### config.mk
export PLATFORM = sky130hd
export DESIGN_NAME = tcc_top
export DESIGN_NICKNAME = d
export VERILOG_FILES = /design/src/pkg/tcc_pkg.sv /design/src/hdl/tcc_chan_out.sv /design/src/hdl/tcc_top.sv
export SDC_FILE = /design/constraint.sdc
export NUM_CORES = 1
export LEC_CHECK = 0
export CAP_MARGIN = 20
export CELL_PAD_IN_SITES_DETAIL_PLACEMENT = 1
export CELL_PAD_IN_SITES_GLOBAL_PLACEMENT = 1
export CORE_MARGIN = 1.5
export CORE_UTILIZATION = 35
export CTS_BUF_LIST = sky130_fd_sc_hd__clkbuf_4
export DETAILED_ROUTE_END_ITERATION = 12
export DONT_BUFFER_PORTS = 1
export PLACE_DENSITY = 0.74
export REMOVE_ABC_BUFFERS = 1
export SYNTH_ARGS = -nofsm -noshare
export SYNTH_HDL_FRONTEND = slang
export SYNTH_SLANG_ARGS = --single-unit
export TNS_END_PERCENT = 30
### constraint.sdc
create_clock -name SYS_CLK_I -period 2.9 [get_ports SYS_CLK_I]
set_input_delay 0 -clock SYS_CLK_I [delete_from_list [all_inputs] [get_ports SYS_CLK_I]]
set_output_delay 0 -clock SYS_CLK_I [all_outputs]
set_load 0.02 [all_outputs]
### src/pkg/tcc_pkg.sv
// Shared constants and types for the 8-bit timer compare channels
package tcc_pkg;

  // ********************************
  // Register indices (byte address is four times the index)
  // ********************************
  localparam logic [7:0] IDX_CTL0 = 8'hec;
  localparam logic [7:0] IDX_VAL0 = 8'hed;
  localparam logic [7:0] IDX_CTL1 = 8'hee;
  localparam logic [7:0] IDX_VAL1 = 8'hef;
  localparam logic [7:0] IDX_FLAG = 8'hd8;

  // ********************************
  // Field layout and reset values
  // ********************************
  localparam int CTL_IM_BIT = 6;
  localparam int CTL_ACT_HI = 5;
  localparam int CTL_ACT_LO = 3;
  localparam int CTL_EN_BIT = 2;
  localparam logic [6:0] CTL_RESET = 7'h40;
  localparam logic [7:0] VAL_RESET = 8'h00;
  localparam int FLAG_CH0_BIT = 4;
  localparam int FLAG_CH1_BIT = 5;
  localparam int NUM_CH = 2;

  // ********************************
  // Count landmarks
  // ********************************
  localparam logic [7:0] CNT_ZERO = 8'h00;
  localparam logic [7:0] CNT_MAX = 8'hff;

  // ********************************
  // Output action codes and bus states
  // ********************************
  typedef enum logic [2:0] {
    ACT_SET = 3'h0,
    ACT_CLR = 3'h1,
    ACT_TGL = 3'h2,
    ACT_UP_SET = 3'h3,
    ACT_UP_CLR = 3'h4,
    ACT_ALT_CLR = 3'h5,
    ACT_ALT_SET = 3'h6,
    ACT_NONE = 3'h7
  } tcc_act_t;

  typedef enum logic [1:0] {
    BUS_IDLE = 2'h0,
    BUS_ACK = 2'h1
  } tcc_bus_t;

endpackage : tcc_pkg

### src/hdl/tcc_chan_out.sv
// One compare channel output stage
`timescale 1ns/1ps
module tcc_chan_out (
  input wire logic sys_clk_i,
  input wire logic nrst_i,
  input wire logic [2:0] act_i,
  input wire logic match_i,
  input wire logic zero_i,
  input wire logic alt_clr_i,
  input wire logic alt_set_i,
  input wire logic down_i,
  input wire logic updown_i,
  output logic out_o
);

  logic out_reg;
  logic out_next;

  // ********************************
  // Action decode
  // ********************************
  always_comb begin
    out_next = out_reg;
    case (tcc_pkg::tcc_act_t'(act_i))
      tcc_pkg::ACT_SET: begin
        if (match_i) out_next = 1'b1;
      end
      tcc_pkg::ACT_CLR: begin
        if (match_i) out_next = 1'b0;
      end
      tcc_pkg::ACT_TGL: begin
        if (match_i) out_next = ~out_reg;
      end
      tcc_pkg::ACT_UP_SET: begin
        // Match beats zero when the compare value itself is zero
        if (match_i) out_next = !(updown_i && down_i);
        else if (zero_i && !updown_i) out_next = 1'b0;
      end
      tcc_pkg::ACT_UP_CLR: begin
        if (match_i) out_next = updown_i && down_i;
        else if (zero_i && !updown_i) out_next = 1'b1;
      end
      tcc_pkg::ACT_ALT_CLR: begin
        if (match_i) out_next = 1'b1;
        else if (alt_clr_i) out_next = 1'b0;
      end
      tcc_pkg::ACT_ALT_SET: begin
        if (match_i) out_next = 1'b0;
        else if (alt_set_i) out_next = 1'b1;
      end
      default: begin
        out_next = out_reg;
      end
    endcase
  end

  always_ff @(posedge sys_clk_i) begin
    if (!nrst_i) out_reg <= 1'b0;
    else out_reg <= out_next;
  end

  assign out_o = out_reg;
endmodule : tcc_chan_out

### src/hdl/tcc_top.sv
// Two output-compare channels of an 8-bit timer with a Wishbone register slave
// ********************************
// Notes on behaviour
// - Channel zero compares the count with its compare value on every counter tick while its control bit 2 is one.
// - The channel-zero compare value is an 8-bit read/write register that resets to zero.
// - Codes 000, 001 and 010 set, clear or toggle the output on a match.
// - Code 011 sets on an up match and clears at zero, or clears on a down match in up/down mode.
// - Code 100 clears on an up match and sets at zero, or sets on a down match in up/down mode.
// - On channel zero code 101 sets on a match and clears when the count reaches 0xff.
// - On channel zero code 110 clears on a match and sets when the count reaches 0x00.
// - On channel one code 101 sets on a match and clears when the count equals the channel-zero value.
// - On channel one code 110 clears on a match and sets when the count equals the channel-zero value.
// - The action field sits in control bits 5:3, resets to 000, and code 111 does nothing.
// - Channel zero compares only while its control bit 2 is one, which resets to zero.
// - Channel one compares only while its control bit 2 is one, which resets to zero.
// - A match sets the channel pending flag, software clears it by writing zero, and writing one does nothing.
// - Channel one compares against its own 8-bit value register at 0xef, resetting to zero.
// - The external counter supplies the count, tick, direction and up/down flag; zero and 0xff are decoded from the count here.
// ********************************
`timescale 1ns/1ps
module tcc_top (
  input wire logic SYS_CLK_I,
  input wire logic NRST_I,
  input wire logic WB_CYC_I,
  input wire logic WB_STB_I,
  input wire logic WB_WE_I,
  input wire logic [9:0] WB_ADR_I,
  input wire logic [3:0] WB_SEL_I,
  input wire logic [31:0] WB_DAT_I,
  output logic [31:0] WB_DAT_O,
  output logic WB_ACK_O,
  input wire logic [7:0] CNT_I,
  input wire logic CNT_TICK_I,
  input wire logic CNT_DOWN_I,
  input wire logic CNT_UPDOWN_I,
  output logic [1:0] CH_OUT_O,
  output logic [1:0] CH_IRQ_O
);

  // ********************************
  // Bus slave
  // ********************************
  tcc_pkg::tcc_bus_t state_reg;
  tcc_pkg::tcc_bus_t state_next;
  logic ack_reg;
  logic ack_next;
  logic [31:0] rdat_reg;
  logic [31:0] rdat_next;
  logic req;
  logic wr_lane;
  logic [7:0] idx;

  assign req = WB_CYC_I && WB_STB_I && (state_reg == tcc_pkg::BUS_IDLE);
  // Only lane 0 carries data; other lanes are ignored on write
  assign wr_lane = req && WB_WE_I && WB_SEL_I[0];
  assign idx = WB_ADR_I[9:2];

  // ********************************
  // Register state
  // ********************************
  logic [6:0] ctl_reg [tcc_pkg::NUM_CH];
  logic [6:0] ctl_next [tcc_pkg::NUM_CH];
  logic [7:0] val_reg [tcc_pkg::NUM_CH];
  logic [7:0] val_next [tcc_pkg::NUM_CH];
  logic [1:0] flag_reg;
  logic [1:0] flag_next;
  logic [1:0] irq_reg;
  logic [1:0] irq_next;
  logic [1:0] match;
  logic [1:0] chan_out;
  logic [1:0] flag_wdat;

  assign flag_wdat = {WB_DAT_I[tcc_pkg::FLAG_CH1_BIT], WB_DAT_I[tcc_pkg::FLAG_CH0_BIT]};

  // ********************************
  // Channel datapath
  // ********************************
  genvar g;
  generate
    for (g = 0; g < tcc_pkg::NUM_CH; g++) begin : g_ch
      logic en;
      logic alt_clr;
      logic alt_set;
      assign en = ctl_reg[g][tcc_pkg::CTL_EN_BIT];
      assign match[g] = CNT_TICK_I && en && (CNT_I == val_reg[g]);
      if (g == 0) begin : g_ch0
        assign alt_clr = CNT_TICK_I && en && (CNT_I == tcc_pkg::CNT_MAX);
        assign alt_set = CNT_TICK_I && en && (CNT_I == tcc_pkg::CNT_ZERO);
      end else begin : g_chn
        assign alt_clr = CNT_TICK_I && en && (CNT_I == val_reg[0]);
        assign alt_set = alt_clr;
      end
      tcc_chan_out u_out (
        .sys_clk_i(SYS_CLK_I),
        .nrst_i(NRST_I),
        .act_i(ctl_reg[g][tcc_pkg::CTL_ACT_HI:tcc_pkg::CTL_ACT_LO]),
        .match_i(match[g]),
        .zero_i(CNT_TICK_I && en && (CNT_I == tcc_pkg::CNT_ZERO)),
        .alt_clr_i(alt_clr),
        .alt_set_i(alt_set),
        .down_i(CNT_DOWN_I),
        .updown_i(CNT_UPDOWN_I),
        .out_o(chan_out[g])
      );
    end
  endgenerate

  // ********************************
  // Next-state logic
  // ********************************
  always_comb begin
    state_next = state_reg;
    ack_next = 1'b0;
    rdat_next = rdat_reg;
    ctl_next = ctl_reg;
    val_next = val_reg;
    flag_next = flag_reg;
    case (state_reg)
      tcc_pkg::BUS_IDLE: begin
        if (req) begin
          state_next = tcc_pkg::BUS_ACK;
          ack_next = 1'b1;
        end
      end
      tcc_pkg::BUS_ACK: begin
        state_next = tcc_pkg::BUS_IDLE;
      end
      default: begin
        state_next = tcc_pkg::BUS_IDLE;
      end
    endcase
    if (req) begin
      // Unmapped indices read as zero and swallow writes
      case (idx)
        tcc_pkg::IDX_CTL0: rdat_next = {24'h0, 1'b0, ctl_reg[0]};
        tcc_pkg::IDX_CTL1: rdat_next = {24'h0, 1'b0, ctl_reg[1]};
        tcc_pkg::IDX_VAL0: rdat_next = {24'h0, val_reg[0]};
        tcc_pkg::IDX_VAL1: rdat_next = {24'h0, val_reg[1]};
        tcc_pkg::IDX_FLAG: rdat_next = {26'h0, flag_reg, 4'h0};
        default: rdat_next = 32'h0;
      endcase
    end
    if (wr_lane) begin
      case (idx)
        tcc_pkg::IDX_CTL0: ctl_next[0] = WB_DAT_I[6:0];
        tcc_pkg::IDX_CTL1: ctl_next[1] = WB_DAT_I[6:0];
        tcc_pkg::IDX_VAL0: val_next[0] = WB_DAT_I[7:0];
        tcc_pkg::IDX_VAL1: val_next[1] = WB_DAT_I[7:0];
        tcc_pkg::IDX_FLAG: flag_next = flag_reg & flag_wdat;
        default: flag_next = flag_reg;
      endcase
    end
    // A match in the clearing cycle still lands
    flag_next = flag_next | match;
    irq_next[0] = flag_next[0] && ctl_next[0][tcc_pkg::CTL_IM_BIT];
    irq_next[1] = flag_next[1] && ctl_next[1][tcc_pkg::CTL_IM_BIT];
  end

  // ********************************
  // Registers
  // ********************************
  always_ff @(posedge SYS_CLK_I) begin
    if (!NRST_I) begin
      state_reg <= tcc_pkg::BUS_IDLE;
      ack_reg <= 1'b0;
      rdat_reg <= 32'h0;
      ctl_reg[0] <= tcc_pkg::CTL_RESET;
      ctl_reg[1] <= tcc_pkg::CTL_RESET;
      val_reg[0] <= tcc_pkg::VAL_RESET;
      val_reg[1] <= tcc_pkg::VAL_RESET;
      flag_reg <= 2'h0;
      irq_reg <= 2'h0;
    end else begin
      state_reg <= state_next;
      ack_reg <= ack_next;
      rdat_reg <= rdat_next;
      ctl_reg <= ctl_next;
      val_reg <= val_next;
      flag_reg <= flag_next;
      irq_reg <= irq_next;
    end
  end

  assign WB_ACK_O = ack_reg;
  assign WB_DAT_O = rdat_reg;
  assign CH_IRQ_O = irq_reg;
  assign CH_OUT_O = chan_out;
endmodule : tcc_top

==> metrics.cfg <==
[routing]
num_vias=1960
wl_per_cell_um=17.1
viasPerCell=5.16
post-route-drc-count=0
wl_mm=6.49
final_antenna_net_count=0
first_pass_iters=4
drt_iter0_markers=61

[cts]
cts_resized=0
cts_made_buffers=5
clockBufferDepth=2
clk_pin_slew_ns=0.13
cts_tree=yes
htree_levels=2
root_buffer=clkbuf_4
cts_sinks=46
worstSkewPairLatency_ns=0.38

[floorplanning]
die-width_um=87.3
ios=99
start_util_pct=36.4
core_area_um2=6830
fp.dieH_um=87.3
std_cell_rows=30
dieArea_um2=7620

[timing]
min_period_ns=2.68
finalSetupViolCount=0
tightest_slew_ns=0.908
rsz0062_at_grt=no
max_slew_margin_pct=39.4
finalClockSkew_ns=0.00848
whs_ns=0.00286
fmaxAchievable_mhz=373
tns_ns=0
finalCritPeriodShare_pct=92.4
finalMaxSlewViolations=0
finalHoldViolCount=0

[synth]
async_reset_ff_share_pct=0
synthCells=270
ys.flop_type=dfxtp_1
synth_area_um2=2490
synth_seq_cells=46
yosysMostFrequentCell=nor2_1
synth_top_cell_area_share_pct=37.0
ys_seq_area_share_pct=37.0
synth_cell_type_count=42
synth_common_cells=49 x nor2_1, 46 x dfxtp_1, 35 x mux2i_1
synth.area.top_cells=dfxtp_1 37%, mux2i_1 14%, buf_4 7.9%
avgSynthCellArea_um2=9.21
yosysWarnings=0
synth_edf_count=0
synth_top_area_cell=dfxtp_1

[finish]
insertedDiodeCount=0
drive_gt1_share_pct=8.45
final_nets=345
largest_reg_flops=16
syn_to_final_growth_pct=8.81

[power_and_ir_drop]
irDropWorstVdd_mv=0.131
powerDensity_nw_per_um2=389
leakage_uw=0.00110

[grt]
grt_max_degree=28
grt_pass1_wl_mm=10.1
overflow=0
grt.total_usage_pct=17.4
grt_pass1_vias=1994
grt_antenna_before_repair=0

[worst_setup_path]
endpoint_kind=flip-flop
start_kind=flip-flop
critPathRequiredTime_ns=3.18
cp_cell_sequence=or2_2 > nor2_1 > nand3b_1 > mux2i_1 > nand2_1 > dlygate4sd3_1
crit_slowest_cell=nand3b_1
arrival_ns=2.96
worstSetupPathType=flip-flop to flip-flop
crit_path_max_fanout=12
crit_path_max_incr_delay_ns=0.54

[flow_run]
cap_violations=0

[run_status]
status=finished, final reports clean

[place]
place_congestion=0.831
port_buffers=0
dp_hpwl_mm=4.71

[hold_path]
hp-class=primary input to flip-flop

[what timing repair did]
action / CTS / global route
hold endpoints to repair: 42 / 1
hold buffers: 18 / 1
buffers inserted: 0 / 0
[routing by layer]
metal	routed length (µm)	global-route usage [%]
met5	0	0
met4	117	6.93
met3	465	4.93
met2	3030	28.5
met1	2880	21.5
[kinds of logic after synthesis]
| group | count (synthesis) | synth area share [%] |
|---|---|---|
| buf+inv | 40 | 10.1 |
| other cells | 1 | 0.151 |
| xor+xnor | 16 | 5.64 |
| simple gates | 95 | 18.5 |
| mux | 42 | 20.0 |
| compound gates | 30 | 8.61 |
| flops | 46 | 37.0 |
[critical path: cells and delay by family, from the launching register on]
kind | cells | cell delay (ns)
muxes | 1 | 0.40
buffers and inverters | 1 | 0.54
and+or+nand+nor | 4 | 1.30
DFF | 1 | 0.34
[worst paths after layout]
kind	end	slack [ns]	cells after the start	from
min	WB_DAT_O[2]	0.003	3	WB_ADR_I[3]
min reg2reg	ctl_reg[0]	0.52	2	ctl_reg[0]
max	ctl_reg[13]	0.22	6	state_reg[0]
max reg2reg	ctl_reg[13]	0.22	6	state_reg[0]
[report_power, final]
group	switching, µW	total [µW]	internal (µW)
combinational	65.8	101	35.3
clock	214	315	101
sequential	2.91	637	634
total	283	1050	770
[placed cells by master (no fill, tap or decap), drive strengths merged, types with 2 or more instances in the layout]
cell type	instances
nand2	16
conb	24
xnor2	8
a22oi	6
a32oi	2
nor2b	2
clkbuf	6
nand3	6
nor4	3
nand4	4
nor2	50
a211oi	2
o21ai	4
o21a	2
mux2i	35
dfxtp	46
a21oi	8
nor3	6
xor2	8
dlygate4sd3	19
or4	3
mux4	6
clkinv	2
inv	3
a32o	2
[area by class of cell]
class,count,area (µm²)
clock buffers,6,45.0
clock inverters,2,8.76
fillers,817,4130
inverters,3,11.3
multi-input cells,207,1400
flip-flops and latches,46,921
well taps,96,120
repair buffers,20,198
[stage by stage]
step	power [µW]	worst slack [ns]	utilization, %	cells	area [µm²]
3_3_place_gp	721	0.895	36.0	353	2460
3_5_place_dp	722	0.839	36.0	353	2460
2_1_floorplan	711	1.13	-	256	2330
6_report	1050	0.222	39.6	380	2710
5_1_grt	1090	0.141	39.6	380	2710
4_1_cts	1060	0.303	39.5	379	2700
Power figures use the tool's default switching activity.
